## src/verilog/rra_regs.svh

```systemverilog
// Constants for the remote read arbiter: field widths, codes, timing.
// Assumes inclusion by bare name from design files.
`ifndef RRA_REGS_SVH
`define RRA_REGS_SVH
`define RRA_MS_DATA_MEMORY 2'h0
`define RRA_MS_INSTRUCTION_MEMORY 2'h1
`define RRA_MS_PCLO 2'h2
`define RRA_MS_PCHI 2'h3
`define RRA_IW_W 2
`define RRA_DW_W 3
`define RRA_TSTATE_NS 8
`define RRA_CLK_NS 8
`define RRA_HIB_RST 1'b0
`endif

```

## src/verilog/rra_pkg.sv

```systemverilog
// Types shared by the remote read arbiter modules.
// Assumes no other package.
package rra_pkg;
  typedef enum logic [1:0] {
    RRA_SRC_RIC = 2'h0,
    RRA_SRC_PC = 2'h1,
    RRA_SRC_INSTRUCTION_MEMORY = 2'h2,
    RRA_SRC_DATA_MEMORY = 2'h3
  } rra_src_e;
endpackage

```

## src/verilog/rra_wait_if.sv

```systemverilog
// Interface between the arbiter state machine and its wait-state counter.
// Assumes one clock domain.
`include "rra_regs.svh"
`timescale 1ns/1ps
`default_nettype none
interface rra_wait_if;
  logic load;
  logic sel_instruction_memory;
  logic [`RRA_IW_W-1:0] iw;
  logic [`RRA_DW_W-1:0] dw;
  logic done;
  modport fsm (output load, output sel_instruction_memory, output iw, output dw,
    input done);
  modport cnt (input load, input sel_instruction_memory, input iw, input dw,
    output done);
endinterface
`default_nettype wire

```

## src/verilog/rra_wait_cnt.sv

```systemverilog
// Programmed wait-state counters for instruction and data memory.
// Assumes load pulses in the bus-take-complete state, one count per clock.
`include "rra_regs.svh"
`timescale 1ns/1ps
`default_nettype none
module rra_wait_cnt (
  input wire logic mclk,
  input wire logic rstn,
  rra_wait_if.cnt wif
);
  logic [`RRA_IW_W-1:0] iw_ff;
  logic [`RRA_DW_W-1:0] dw_ff;

  always_ff @(posedge mclk) begin
    if (!rstn) begin
      iw_ff <= '0;
    end else if (wif.load) begin
      iw_ff <= wif.iw;
    end else if (iw_ff != '0 && wif.sel_instruction_memory) begin
      iw_ff <= iw_ff - 1'b1;
    end
  end

  always_ff @(posedge mclk) begin
    if (!rstn) begin
      dw_ff <= '0;
    end else if (wif.load) begin
      dw_ff <= wif.dw;
    end else if (dw_ff != '0 && !wif.sel_instruction_memory) begin
      dw_ff <= dw_ff - 1'b1;
    end
  end

  assign wif.done = wif.sel_instruction_memory ? (iw_ff == '0) : (dw_ff == '0);
endmodule
`default_nettype wire

```

## src/verilog/rra_arbiter.sv

```systemverilog
// Remote read arbitration state machine: buffered and latched read modes.
// Assumes remote pins are pre-synchronised by two flops here; one clock.
// Operation
// State changes on clock edge only; conditional outputs act combinationally.
// Remote side may extend access by holding wait input low.
// Access state moves to end state once waits expire and wait high.
// Buffered end state repeats until enable and read strobe removed.
// Entering end state raises acknowledge, starting termination.
// Non-data end states drop owner output once strobe is removed.
// First final state: owner low, address floats first half only.
// Second final state keeps owner high, both buses floating.
// First final returns to idle; toggles byte flag, bumps counter.
// Second final goes to recovery: owner low, buses float half state.
// Taking bus from a local read waits one T-state first.
// Address settles one T-state before read strobe; then data waits.
// Remote removes strobe after acknowledge; device waits before return.
// Latched mode terminates once data valid, not on strobe trailing edge.
// Hold in waiting arbitration while locked out or bus granted locally.
// Acknowledge goes low as soon as enable and strobe both active.
// Free bus: enter bus-take next clock, refuse local grants, float buses.
// After bus take: owner high, acknowledge low, load wait counters.
// Command and select field pick control reg, counter bytes or data.
// Instruction select outputs low or high byte per flag with waits.
// Byte flag clears on reset and on writing instruction select.
// Latched end state raises acknowledge, holds strobe half a state.
// Latched final: owner low, grants resume, then wait strobe removal.
`include "rra_regs.svh"
`timescale 1ns/1ps
`default_nettype none
module rra_arbiter #(
  parameter int PC_W = 16
) (
  input wire logic mclk,
  input wire logic rstn,
  input wire logic remote_access_enable,
  input wire logic remote_read_strobe_n,
  input wire logic remote_wait_n,
  input wire logic remote_cmd,
  input wire logic latched_mode,
  input wire logic lock_out_remote,
  input wire logic lock_in,
  input wire logic local_bus_request,
  input wire logic local_read_active,
  input wire logic [1:0] memory_select_field,
  input wire logic memory_select_wr,
  input wire logic [`RRA_IW_W-1:0] instr_wait_field,
  input wire logic [`RRA_DW_W-1:0] data_wait_field,
  input wire logic [7:0] interface_control_reg,
  input wire logic [15:0] instr_word,
  input wire logic [PC_W-1:0] pc_value,
  output logic local_bus_grant,
  output logic local_bus_owner_n,
  output logic transfer_acknowledge,
  output logic mem_read_n,
  output logic addr_oe,
  output logic ad_oe,
  output logic [7:0] ad_out,
  output logic pc_increment,
  output logic high_byte_flag,
  output logic remote_stall_state
);
  typedef enum logic [12:0] {
    ST_A1 = 13'h0001, ST_A2 = 13'h0002, ST_A3 = 13'h0004,
    ST_B = 13'h0008, ST_C = 13'h0010, ST_D = 13'h0020,
    ST_E = 13'h0040, ST_F1 = 13'h0080, ST_F2 = 13'h0100,
    ST_LF = 13'h0200, ST_G = 13'h0400, ST_BH = 13'h0800,
    ST_DW = 13'h1000
  } rra_state_e;

  rra_state_e state_ff;
  rra_state_e nxt_state;
  rra_pkg::rra_src_e src_ff;
  rra_pkg::rra_src_e nxt_src;
  logic [1:0] rae_sync_ff;
  logic [1:0] rd_sync_ff;
  logic [1:0] wait_sync_ff;
  logic req;
  logic req_raw;
  logic pc_hi_ff;
  logic hib_ff;
  logic grant_ff;
  logic [7:0] ad_ff;
  logic cyc_ms_instruction_memory_hi;
  rra_wait_if wif ();

  // Two-flop synchronisers; only the second stage is read
  always_ff @(posedge mclk) begin
    if (!rstn) begin
      rae_sync_ff <= 2'h0;
      rd_sync_ff <= 2'h3;
      wait_sync_ff <= 2'h3;
    end else begin
      rae_sync_ff <= {rae_sync_ff[0], remote_access_enable};
      rd_sync_ff <= {rd_sync_ff[0], remote_read_strobe_n};
      wait_sync_ff <= {wait_sync_ff[0], remote_wait_n};
    end
  end

  assign req = rae_sync_ff[1] & ~rd_sync_ff[1];
  assign req_raw = req;

  function automatic rra_pkg::rra_src_e pick_src(input logic cmd,
    input logic [1:0] ms);
    if (cmd) begin
      pick_src = rra_pkg::RRA_SRC_RIC;
    end else if (ms == `RRA_MS_DATA_MEMORY) begin
      pick_src = rra_pkg::RRA_SRC_DATA_MEMORY;
    end else if (ms == `RRA_MS_INSTRUCTION_MEMORY) begin
      pick_src = rra_pkg::RRA_SRC_INSTRUCTION_MEMORY;
    end else begin
      pick_src = rra_pkg::RRA_SRC_PC;
    end
  endfunction

  assign wif.load = (state_ff == ST_C);
  assign wif.sel_instruction_memory = (src_ff == rra_pkg::RRA_SRC_INSTRUCTION_MEMORY);
  assign wif.iw = instr_wait_field;
  assign wif.dw = data_wait_field;

  rra_wait_cnt u_wait (
    .mclk(mclk),
    .rstn(rstn),
    .wif(wif)
  );

  always_comb begin
    nxt_state = state_ff;
    nxt_src = src_ff;
    case (state_ff)
      ST_A1, ST_A3: begin
        if (req && (lock_out_remote || local_bus_request)) begin
          nxt_state = ST_A2;
        end else if (req && local_read_active) begin
          nxt_state = ST_BH;
        end else if (req) begin
          nxt_state = ST_B;
        end else begin
          nxt_state = ST_A1;
        end
      end
      ST_A2: begin
        if (!req) begin
          nxt_state = ST_A1;
        end else if (!(lock_out_remote || local_bus_request)) begin
          nxt_state = local_read_active ? ST_BH : ST_B;
        end
      end
      ST_BH: nxt_state = ST_B;
      ST_B: begin
        nxt_state = ST_C;
        nxt_src = pick_src(remote_cmd, memory_select_field);
      end
      ST_C: nxt_state = ST_D;
      ST_D: begin
        // Control register and counter bytes carry no programmed waits
        if ((wif.done || !(src_ff == rra_pkg::RRA_SRC_DATA_MEMORY ||
            src_ff == rra_pkg::RRA_SRC_INSTRUCTION_MEMORY)) && wait_sync_ff[1]) begin
          nxt_state = ST_E;
        end
      end
      ST_E: begin
        if (latched_mode) begin
          nxt_state = ST_LF;
        end else if (!req) begin
          nxt_state = (src_ff == rra_pkg::RRA_SRC_DATA_MEMORY) ? ST_F2 : ST_F1;
        end
      end
      ST_F1: nxt_state = ST_A1;
      ST_F2: nxt_state = ST_A3;
      ST_LF: nxt_state = req ? ST_G : ST_A1;
      ST_G: nxt_state = req ? ST_G : ST_A1;
      ST_DW: nxt_state = ST_A1;
      default: nxt_state = ST_A1;
    endcase
  end

  always_ff @(posedge mclk) begin
    if (!rstn) begin
      state_ff <= ST_A1;
      src_ff <= rra_pkg::RRA_SRC_RIC;
    end else begin
      state_ff <= nxt_state;
      src_ff <= nxt_src;
    end
  end

  // Instruction byte flag and counter bump at end of an INSTRUCTION_MEMORY read
  assign cyc_ms_instruction_memory_hi = (src_ff == rra_pkg::RRA_SRC_INSTRUCTION_MEMORY) && hib_ff;
  always_ff @(posedge mclk) begin
    if (!rstn) begin
      hib_ff <= `RRA_HIB_RST;
    end else if ((state_ff == ST_F1 || state_ff == ST_LF) &&
                 src_ff == rra_pkg::RRA_SRC_INSTRUCTION_MEMORY) begin
      hib_ff <= ~hib_ff;
    end else if (memory_select_wr &&
                 memory_select_field == `RRA_MS_INSTRUCTION_MEMORY) begin
      hib_ff <= 1'b0;
    end
  end
  assign pc_increment = (state_ff == ST_F1 || state_ff == ST_LF) &&
                        cyc_ms_instruction_memory_hi;
  assign high_byte_flag = hib_ff;

  // Read data mux, registered
  always_ff @(posedge mclk) begin
    if (!rstn) begin
      ad_ff <= 8'h00;
      pc_hi_ff <= 1'b0;
    end else begin
      pc_hi_ff <= (memory_select_field == `RRA_MS_PCHI);
      case (src_ff)
        rra_pkg::RRA_SRC_PC: ad_ff <= pc_hi_ff ?
          pc_value[PC_W-1 -: 8] : pc_value[7:0];
        rra_pkg::RRA_SRC_INSTRUCTION_MEMORY: ad_ff <= hib_ff ?
          instr_word[15:8] : instr_word[7:0];
        default: ad_ff <= interface_control_reg;
      endcase
    end
  end
  assign ad_out = ad_ff;

  // Arbitration states: the local side may still own the bus
  function automatic logic in_arb(input rra_state_e s);
    in_arb = (s == ST_A1) || (s == ST_A2) || (s == ST_A3);
  endfunction

  // Local grant: only in arbitration states or ST_G with lock high
  always_ff @(posedge mclk) begin
    if (!rstn) begin
      grant_ff <= 1'b0;
    end else begin
      grant_ff <= local_bus_request && lock_in &&
        (in_arb(nxt_state) || nxt_state == ST_G);
    end
  end
  assign local_bus_grant = grant_ff;
  assign remote_stall_state = local_bus_request && !grant_ff &&
    !in_arb(state_ff);

  // Owner output; buffered non-data end state drops once strobe gone
  always_comb begin
    case (state_ff)
      ST_C, ST_D, ST_F2: local_bus_owner_n = 1'b1;
      ST_E: local_bus_owner_n = latched_mode ||
        (src_ff == rra_pkg::RRA_SRC_DATA_MEMORY) || req_raw;
      default: local_bus_owner_n = 1'b0;
    endcase
  end

  // Acknowledge low from request until end state
  always_comb begin
    case (state_ff)
      ST_E, ST_F1, ST_F2, ST_LF, ST_G: transfer_acknowledge = 1'b1;
      ST_B, ST_BH, ST_C, ST_D: transfer_acknowledge = 1'b0;
      default: transfer_acknowledge = !req;
    endcase
  end

  // Read strobe: data access state, buffered end state while requested, half-state hold in latched end
  always_comb begin
    mem_read_n = 1'b1;
    if (src_ff == rra_pkg::RRA_SRC_DATA_MEMORY) begin
      if (state_ff == ST_D) begin
        mem_read_n = 1'b0;
      end else if (state_ff == ST_E && latched_mode && mclk) begin
        mem_read_n = 1'b0;
      end else if (state_ff == ST_E && !latched_mode && req) begin
        mem_read_n = 1'b0;
      end
    end
  end

  // Bus float; half-state phases use the clock's high level
  always_comb begin
    addr_oe = 1'b1;
    ad_oe = 1'b1;
    case (state_ff)
      ST_B: begin
        addr_oe = mclk;
        ad_oe = mclk || (pick_src(remote_cmd, memory_select_field) !=
          rra_pkg::RRA_SRC_DATA_MEMORY);
      end
      ST_C, ST_D, ST_E, ST_F2: begin
        addr_oe = 1'b0;
        ad_oe = src_ff != rra_pkg::RRA_SRC_DATA_MEMORY;
      end
      ST_F1: addr_oe = !mclk;
      ST_A3: begin
        addr_oe = !mclk;
        ad_oe = !mclk;
      end
      ST_LF: begin
        addr_oe = !mclk;
        ad_oe = (src_ff != rra_pkg::RRA_SRC_DATA_MEMORY) || !mclk;
      end
      default: begin
        addr_oe = 1'b1;
        ad_oe = 1'b1;
      end
    endcase
  end
endmodule
`default_nettype wire

```

## config.mk

```make
export PLATFORM = sky130hd
export DESIGN_NAME = rra_arbiter
export DESIGN_NICKNAME = d
export VERILOG_FILES = /design/src/verilog/rra_pkg.sv /design/src/verilog/rra_wait_if.sv /design/src/verilog/rra_wait_cnt.sv /design/src/verilog/rra_arbiter.sv
export VERILOG_INCLUDE_DIRS = /design/src /design/src/verilog
export SDC_FILE = /design/constraint.sdc
export NUM_CORES = 1
export LEC_CHECK = 0
export ABC_CLOCK_PERIOD_IN_PS = 5800
export BUFFER_PORTS_ARGS = -buffer_cell sky130_fd_sc_hd__buf_4
export CORE_MARGIN = 2
export CORE_UTILIZATION = 40
export CTS_CLUSTER_SIZE = 14
export DETAILED_ROUTE_END_ITERATION = 12
export PLACE_DENSITY = 0.78
export SLEW_MARGIN = 20
export SYNTH_ARGS = -nofsm -noshare
export SYNTH_HDL_FRONTEND = slang
export SYNTH_SLANG_ARGS = --single-unit
export TNS_END_PERCENT = 5
```

## constraint.sdc

```tcl
create_clock -name mclk -period 5.8 [get_ports mclk]
set_input_delay 0.87 -clock mclk [delete_from_list [all_inputs] [get_ports mclk]]
set_output_delay 0.87 -clock mclk [all_outputs]
set_load 0.01 [all_outputs]
```

Word-level counts from Yosys, hierarchy flattened:

Index checks and enable logic that the tools add are counted.

* input port bits: 59
* word-level logic and storage cells: 125
* bits in registers: 37

* eq/ne operators: 23
* multiplexer cells: 34
* reduce and logical (&&, ||, !) cells: 52
* $add $sub $neg: 2
* bitwise operators: 3

Operators with widths (number)
* $pmux W13 S9: 1
* $mux W13: 5
* $mux W12: 3
* $eq A13 B1 Y1 const B: 2
* $eq A13 B11 Y1 const B: 2
* $eq A13 B2 Y1 const B: 2
* $eq A13 B3 Y1 const B: 2
* $logic_and A1 B1 Y1: 17
* $mux W8: 2
* $pmux W8 S2: 1
* $eq A13 B10 Y1 const B: 1
* $eq A13 B12 Y1 const B: 1
* $eq A13 B4 Y1 const B: 1
* $eq A13 B5 Y1 const B: 1
* $eq A13 B6 Y1 const B: 1
* $eq A13 B7 Y1 const B: 1
* $eq A13 B8 Y1 const B: 1
* $eq A13 B9 Y1 const B: 1
* $logic_or A1 B1 Y1: 13
* $mux W2: 6
* $mux W11: 1
* $mux W9: 1
* $reduce_bool A2 Y1: 4
* $reduce_or A4 Y1: 2
* 20 further kinds: 42

Longest topological paths before layout:

Gate-level depths: netlist of run 1.

* depth after elaboration: 12
* mapped depth: 7
* mapped depth without buffers: 7

Cells and area by module:

From an unflattened synthesis of run 1, not the netlist that was laid out.

* cells, all modules: 263
* area total of the unflattened synthesis: 2292.2 µm²

By module, submodules not included
* rra_arbiter: cells an instance 228, area each 1981.9 µm², times used 1
* rra_wait_cnt: cells an instance 35, area each 310.3 µm², times used 1

==> results of run 1 <==
-- where the power goes --
| part | switching, µW | internal (µW) |
|---|---|---|
| clock | 114 | 221 |
| combinational | 53.1 | 66.0 |
| sequential | 7.89 | 269 |
-- final cells by class --
cell class	instances	area, µm²
Tap cell	72	90.1
Fill cell	494	2440
Clock inverter	1	30.0
Timing Repair Buffer	72	541
Multi-Input combinational cell	213	1450
Inverter	9	33.8
Clock buffer	15	178
Sequential cell	37	741
-- worst min-delay path by stage --
stage               cells past startpoint                         end  slack, ns
detailed placement                      1  wait_sync_ff[1]$_SDFF_PN1_       0.40
floorplan                               1    rd_sync_ff[1]$_SDFF_PN1_       0.39
finish                                  1  wait_sync_ff[1]$_SDFF_PN1_       0.40
CTS                                     1  wait_sync_ff[1]$_SDFF_PN1_       0.41
global route                            1  wait_sync_ff[1]$_SDFF_PN1_       0.43
global placement                        1  wait_sync_ff[1]$_SDFF_PN1_       0.39
-- per-stage QoR --
stage	hold slack, ns	power, µW	util
after floorplan	0.386	358	-
after global routing	0.428	765	0.557
final	0.400	730	0.557
after detailed placement	0.396	409	0.523
after CTS	0.409	738	0.557
after global placement	0.389	406	0.523
-- cells by family after synthesis --
kind of cell	Yosys count	synth area share
DFF	37	0.323
muxes	18	0.0896
adders and majority gates	6	0.0328
xor gates and xnor gates	8	0.0306
buffers and inverters	24	0.0421
and+or+nand+nor	118	0.295
AOI/OAI and AO/OA	62	0.185
other	1	0.00164
-- worst max-delay path, delay by kind of cell --
kind / cells / cell delay [ns]
buffers and inverters: 3 / 0.46
AO/OA/AOI/OAI: 2 / 0.63
-- state kept, by name, summed over array words and instances, names as in the netlist --
register	cells
ad_out	8
high_byte_flag	1
local_bus_grant	1
pc_hi_ff	1
rae_sync_ff	2
rd_sync_ff	2
src_ff	2
state_ff	13
u_wait.dw_ff	3
u_wait.iw_ff	2
wait_sync_ff	2
-- placed cells by master (no fill, tap or decap), drive strengths merged, types with 6 or more instances in the layout --
cell	count
nor3	6
inv	9
clkbuf	12
ha	6
nor2b	8
dfxtp	37
buf	75
nand2b	8
mux2	17
nor4	10
o21ai	10
a21oi	16
a22oi	8
nor2	36
nand2	15
-- layer usage --
| layer | vias up | wire length, µm | GRT usage |
|---|---|---|---|
| li1 | 1137 | - | - |
| met1 | 1078 | 2620 | 0.236 |
| met2 | 114 | 2990 | 0.339 |
| met3 | 11 | 524 | 0.0724 |
| met4 | 0 | 127 | 0.107 |
| met5 | - | 0 | 0 |
==> metrics, run 1 <==
status complete, no violations; RePlAce Congestion 0.950; Setup-failing EPs final 0; yosys warns 0; IR drop worst, VDD 0.110 mV; r2r endpoint local_bus_grant$_SDFF_PN0_; Mapped Area 0.00229 mm²; core area 0.00551 mm²; setup TNS 0 ns; CTS Hold Bufs 0; Layout area overhead 33.9%; dpl ws 1.39 ns; Via density 5.58; site row count 27; Yosys top cell by area dfxtp_1; Critical R2R Launch state_ff[8]$_SDFF_PN0_; first-pass GRT wire length 10.1 mm; Post-CTS Setup Bufs 0; reg2reg setup slack 3.50 ns; die area 0.00635 mm²; dpl cells 406; WP data arrival 3.99 ns; gr usage total 0.206; DR WL/cell 15.0 µm; Seq cells post-synth 37; drt drc 0; Post-CTS Resized 0; CTS tree yes; hold crit path type reg -> reg; DPL Wire Length 4.75 mm; clk_lat worst skew 0.39 ns; Cells after Synth 274; Netlist cell types 57; total global routing overflow 0; worst slew pin tran 0.984 ns; critical path cell sequence clkbuf_8, clkbuf_8, o41ai_1, o311ai_0, buf_4; nets 410; max-cap viol count 0; crit path kind clk -> out; Die Y 79.7 µm; Die W 79.7 µm; type of destination of the critical path output port; Synth Net Count 339; most frequent cell after synthesis dfxtp_1; Reg clk slew, reported paths 0.08 ns; Yosys top cell area share 0.323; Finished Layout Cells 419; DR iter-0 viols 169; post-synthesis average cell area 8.36 µm²; crit path to ad_oe; Worst Skew 0.00862 ns; # IOs 76; R2R depth 5; CP most frequent cell clkbuf_8; CP required 4.93 ns; Placement Cell Area 0.00288 mm²; Max stage delay on crit path 0.38 ns; start point of the critical path mclk; layout cell share with drive strength beyond 1 0.329; hold path start wait_sync_ff[0]$_SDFF_PN1_; worst-path fanout max 2; number of enable flip-flop cells after synthesis 0; final hold violations 0; vias in the first global route 2,290; Antenna diodes 0; FFs w/ async S/R, synth 0; Final Instance Area 0.00307 mm²; I/O Buffers 75; list of most frequent post-synthesis cells dfxtp_1, nor2_1, a21oi_1, mux2_2, nand2_1; Primary FF master, synth dfxtp_1; leakage 0.00127 µW; Rel. slew slack 0.338; slowest CP cell o41ai_1; Initial Util 0.416; TritonRoute pass-1 iters 4; initial antenna violation count 0; RSZ-0062 raised after global routing no; Synth area leaders dfxtp_1, mux2_2, nor2_1; Vias 2,340; crit start category clock port; Total Wirelength 6.27 mm; sequential element share of the synthesized area 0.323; PwrDens 238 mW/mm²; slack of the critical path 0.944 ns; ANT nets after route 0; largest net degree at the start of global routing 19; fin. max-slew vios 0
Power figures use the tool's default switching activity.
==> run 2, diff against run 1 <==
ABC_CLOCK_PERIOD_IN_PS = 4700   (was 5800)
clock period = 4.7 ns   (was 5.8 ns; I/O delays follow)
==> run 2 against run 1 <==
Effect of this change:
- combinational power is 24% higher
- sequential share of layout area is 0.24 points higher
- clock skew hardly changed
- wire length is 2.2% higher
- largest cell class unchanged
- via count is 0.73% higher
- critical path type unchanged
- hold slack better by 0.012 ns
- sequential cell count stayed put
- non-clock buffer count stayed put
- power is 16% higher
==> metrics, run 2 (synthesis gave the netlist of run 1 again) <==
RePlAce Congestion 0.951 (about the same); DR iter-0 viols 199 (+18%); Rel. slew slack 0.389 (+0.0510); R2R depth 5 (unchanged); gr usage total 0.219 (+0.0122); slowest CP cell o41ai_1; crit path kind clk -> out; WHS Endpoint rd_sync_ff[1]$_SDFF_PN1_; die area 0.00635 mm² (unchanged); start point of the critical path mclk; max reg flops 13 (unchanged); drt drc 0 (unchanged); vias in the first global route 2,377 (+3.8%); Initial Util 0.416 (unchanged); site row count 27 (unchanged); Post-CTS Resized 0 (unchanged); IR drop worst, VDD 0.152 mV (+39%); setup TNS 0 ns (unchanged); type of destination of the critical path output port; crit start category clock port; Post-CTS Setup Bufs 0 (unchanged); Power, Total 846 µW (+16%); WP data arrival 3.50 ns (-0.49 ns); Placement Cell Area 0.00288 mm² (unchanged); layout cell share with drive strength beyond 1 0.331 (+0.00288); initial antenna violation count 0 (unchanged); critical path cell sequence clkbuf_8, clkbuf_8, o41ai_1, o311ai_0, buf_4; Critical R2R Launch state_ff[8]$_SDFF_PN0_; CP required 3.99 ns (-0.94 ns); Layout area overhead 32.6%; nets 410 (unchanged); status complete, no violations; # IOs 76 (unchanged); register area 741 µm² (unchanged); total global routing overflow 0 (unchanged); clk_lat worst skew 0.41 ns (+0.02 ns); Antenna diodes 0 (unchanged); Vias 2,357 (+0.73%); leakage 0.00125 µW (-1.1%); TritonRoute pass-1 iters 4 (unchanged); final hold violations 0 (unchanged); first-pass GRT wire length 10.6 mm (+5.0%); most frequent cells in the layout buf_4, dfxtp_1, nor2_1, a21oi_1, mux2_2; Fillers 500 (+1.2%); multi-input combinational cell area 0.00145 mm² (unchanged); ANT nets after route 0 (unchanged); CP most frequent cell clkbuf_8; Max stage delay on crit path 0.43 ns (+0.05 ns); r2r endpoint local_bus_grant$_SDFF_PN0_; largest net degree at the start of global routing 19 (unchanged); hold path start rd_sync_ff[0]$_SDFF_PN1_; Die W 79.7 µm (unchanged); reg2reg setup slack 2.43 ns (-1.07 ns); fin. max-slew vios 0 (unchanged); worst slew pin tran 0.908 ns (-0.0759 ns); Final Instance Area 0.00304 mm² (-0.98%); hold crit path type reg -> reg; hold path depth 1 (unchanged); I/O Buffers 75 (unchanged); DR WL/cell 15.3 µm (+2.2%); Total Wirelength 6.40 mm (+2.2%); worst-path fanout max 2 (unchanged); Die Y 79.7 µm (unchanged); max-cap viol count 0 (unchanged); Setup-failing EPs final 0 (unchanged); core area 0.00551 mm² (unchanged); CTS tree yes; Biggest register state_ff; Reg clk slew, reported paths 0.07 ns (about the same); most common cell after layout, fill and taps aside buf_4; Worst Skew 0.00836 ns (-0.000268 ns); DPL Wire Length 4.72 mm (-0.81%); PwrDens 279 mW/mm² (+17%); RSZ-0062 raised after global routing no; Via density 5.63 (+0.73%); CTS Hold Bufs 0 (unchanged)
-- run 2: cell count changes in the layout (fill, tap and decap cells not counted), sizes merged --
cell	before	now
clkinvlp	0	1
clkbuf	12	10
clkinv	0	2
bufinv	1	0
-- run 2: cell type report --
type	count	area share
Clock buffer	13	0.0528
Clock inverter	3	0.00577
Multi-Input combinational cell	213	0.479
Tap cell	72	0.0297
Sequential cell	37	0.244
Inverter	9	0.0111
Timing Repair Buffer	72	0.178
-- run 2: through the flow --
stage	hold slack (ns)	util	setup slack [ns]	cells
2_1_floorplan	0.386	-	1.03	274
3_3_place_gp	0.389	0.523	1.01	406
3_5_place_dp	0.397	0.523	1.01	406
4_1_cts	0.417	0.551	0.460	419
5_1_grt	0.440	0.551	0.463	419
6_report	0.412	0.551	0.499	419
-- run 2: worst max-delay path, delay by kind of cell --
family | cells | cell delay (ns)
AO/OA/AOI/OAI | 2 | 0.69
buffers and inverters | 3 | 0.46
-- run 2: routing by layer --
layer  global-route usage  up-vias  wire (µm)
li1                     -     1138          -
met1                0.251     1062       2450
met2                0.342      131       3100
met3               0.0882       26        636
met4                0.128        0        216
met5                    0        -          0
-- run 2: worst max-delay path by stage --
| stage | to |
|---|---|
| after floorplan | ad_oe |
| after CTS | ad_oe |
| after detailed placement | ad_oe |
| final | ad_oe |
| after global placement | ad_oe |
| after global routing | ad_oe |
-- run 2: power breakdown --
group          internal [µW]  leakage (µW)  switching, µW
logic                   81.5      0.000834           65.1
clock network            202      0.000115            156
registers                332      0.000303           9.66
==> run 3, diff against run 2 <==
CORE_UTILIZATION = 50   (was 40)
CTS_BUF_LIST = sky130_fd_sc_hd__clkbuf_16   (was default)
PLACE_DENSITY = 0.91   (was 0.78)
==> run 3 against run 2 <==
Effect of this change:
- non-clock buffer count unchanged
- combinational power increased by 3%
- clock-buffer cell count down 1
- largest cell class unchanged
- register-to-register slack lost 0.15 ns
- largest power group unchanged
- via count increased by 3.6%
- worst setup slack got worse by 0.0085 ns
==> metrics, run 3 (synthesis gave the netlist of run 1 again) <==
status complete, no violations; DR WL/cell 16.8 µm (+9.9%); Critical R2R Launch state_ff[8]$_SDFF_PN0_; RePlAce Congestion 0.952 (about the same); DPL Wire Length 4.84 mm (+2.6%); Reg clk slew, reported paths 0.06 ns (about the same); CP most frequent cell clkbuf_16; WP data arrival 3.50 ns (about the same); die area 0.00514 mm² (-19%); start point of the critical path mclk; site row count 24 (-11%); RSZ-0062 raised after global routing no; type of destination of the critical path output port; Total Wirelength 6.70 mm (+4.6%); first-pass GRT wire length 11.0 mm (+3.8%); fin. max-slew vios 0 (unchanged); worst slew pin tran 1.04 ns (+0.133 ns); Setup-failing EPs final 0 (unchanged); DR iter-0 viols 249 (+25%); TritonRoute pass-1 iters 5 (+1); Worst Skew 0.00461 ns (-0.00375 ns); Biggest register state_ff; final hold violations 0 (unchanged); Post-CTS Setup Bufs 0 (unchanged); Rel. slew slack 0.300 (-0.0892); CP bufs+invs 3 (unchanged); most frequent cells in the layout buf_4, dfxtp_1, nor2_1, a21oi_1, mux2_2; hold crit path type reg -> reg; multi-input combinational cell area 0.00145 mm² (unchanged); crit path to ad_oe; CP required 3.99 ns (about the same); Layout area overhead 36.5%; critical path cell sequence clkbuf_16, clkbuf_16, o41ai_1, o311ai_0, buf_4; r2r endpoint high_byte_flag$_SDFFE_PN0P_; layout cell share with drive strength beyond 1 0.326 (-0.00576); clk_lat worst skew 0.39 ns (-0.02 ns); reg2reg setup slack 2.28 ns (-0.15 ns); Power, Total 1070 µW (+27%); worst-path fanout max 3 (+1); most common cell after layout, fill and taps aside buf_4; Die W 71.7 µm (-10%); CTS Hold Bufs 0 (unchanged); Levels on crit path 5 (unchanged); Antenna diodes 0 (unchanged); Post-CTS Resized 0 (unchanged); leakage 0.00130 µW (+4.2%); slack of the critical path 0.491 ns (-0.00849 ns); vias in the first global route 2,419 (+1.8%); core area 0.00438 mm² (-20%); max reg flops 13 (unchanged); CTS tree yes; largest net degree at the start of global routing 19 (unchanged); initial antenna violation count 0 (unchanged); nets 410 (unchanged); max-cap viol count 0 (unchanged); R2R depth 5 (unchanged); PwrDens 343 mW/mm² (+23%); dpl ws 1.01 ns (-0.000580 ns); Fillers 324 (-35%); IR drop worst, VDD 0.186 mV (+22%); crit start category clock port; Top delay family on crit path compound AO/OA/AOI/OAI gates; Vias 2,441 (+3.6%); Max stage delay on crit path 0.45 ns (+0.02 ns); slowest CP cell o41ai_1; register area 741 µm² (unchanged); gr usage total 0.277 (+0.0588); drt drc 0 (unchanged); Initial Util 0.522 (+0.106); setup TNS 0 ns (unchanged); ANT nets after route 0 (unchanged); I/O Buffers 75 (unchanged); crit path kind clk -> out; Via density 6.12 (+8.8%); total global routing overflow 0 (unchanged); Die Y 71.7 µm (-10%); # IOs 76 (unchanged)
==> run 3: cell types whose count changed in the layout (fill, tap and decap cells not counted), sizes merged <==
cell	before	now
clkinv	2	1
clkbuf	10	9
bufinv	0	1
inv	9	10
==> run 3: final cells by class <==
type | count | area share
repair buffers | 72 | 0.173
multi-input cells | 213 | 0.465
inverters | 9 | 0.0108
clock buffers | 12 | 0.0793
flip-flops and latches | 37 | 0.237
clock inverters | 4 | 0.0144
well taps | 52 | 0.0208
==> run 3: routing by layer <==
metal | track usage | routed length [µm] | share of wire
met4 | 0.170 | 232 | 0.035
met1 | 0.310 | 2540 | 0.38
met3 | 0.0999 | 610 | 0.091
met5 | 0 | 0 | 0
met2 | 0.450 | 3320 | 0.49
==> run 3: how the worst min path moves through the flow <==
stage | start | to | slack [ns] | cells after the start
5_1_grt | wait_sync_ff[0]$_SDFF_PN1_ | wait_sync_ff[1]$_SDFF_PN1_ | 0.43 | 1
6_report | wait_sync_ff[0]$_SDFF_PN1_ | wait_sync_ff[1]$_SDFF_PN1_ | 0.41 | 1
2_1_floorplan | rd_sync_ff[0]$_SDFF_PN1_ | rd_sync_ff[1]$_SDFF_PN1_ | 0.39 | 1
4_1_cts | wait_sync_ff[0]$_SDFF_PN1_ | wait_sync_ff[1]$_SDFF_PN1_ | 0.41 | 1
3_3_place_gp | rd_sync_ff[0]$_SDFF_PN1_ | rd_sync_ff[1]$_SDFF_PN1_ | 0.39 | 1
3_5_place_dp | wait_sync_ff[0]$_SDFF_PN1_ | wait_sync_ff[1]$_SDFF_PN1_ | 0.40 | 1
==> run 3: worst reg2reg max path: stages (launching register included) <==
cell     delay [ns]
dfxtp_1        0.43
or4_1          0.77
mux2i_1        0.24
nor4b_2        0.51
a21oi_1        0.14
o21a_1         0.22
==> run 3: report_power, final <==
group / leakage, µW / internal, µW / total (µW) / switching, µW
combinational: 0.000834 / 82.4 / 151 / 68.8
clock: 0.000167 / 404 / 577 / 173
sequential: 0.000303 / 332 / 343 / 10.7
total: 0.00130 / 818 / 1070 / 253
==> run 3: stage by stage <==
| stage | cell area (µm²) | hold slack (ns) | utilization | std cells |
|---|---|---|---|---|
| CTS | 3130 | 0.410 | 0.713 | 399 |
| floorplan | 2290 | 0.386 | - | 274 |
| finish | 3130 | 0.409 | 0.713 | 399 |
| global route | 3130 | 0.434 | 0.713 | 399 |
| global placement | 2860 | 0.389 | 0.651 | 386 |
| detailed placement | 2860 | 0.396 | 0.651 | 386 |
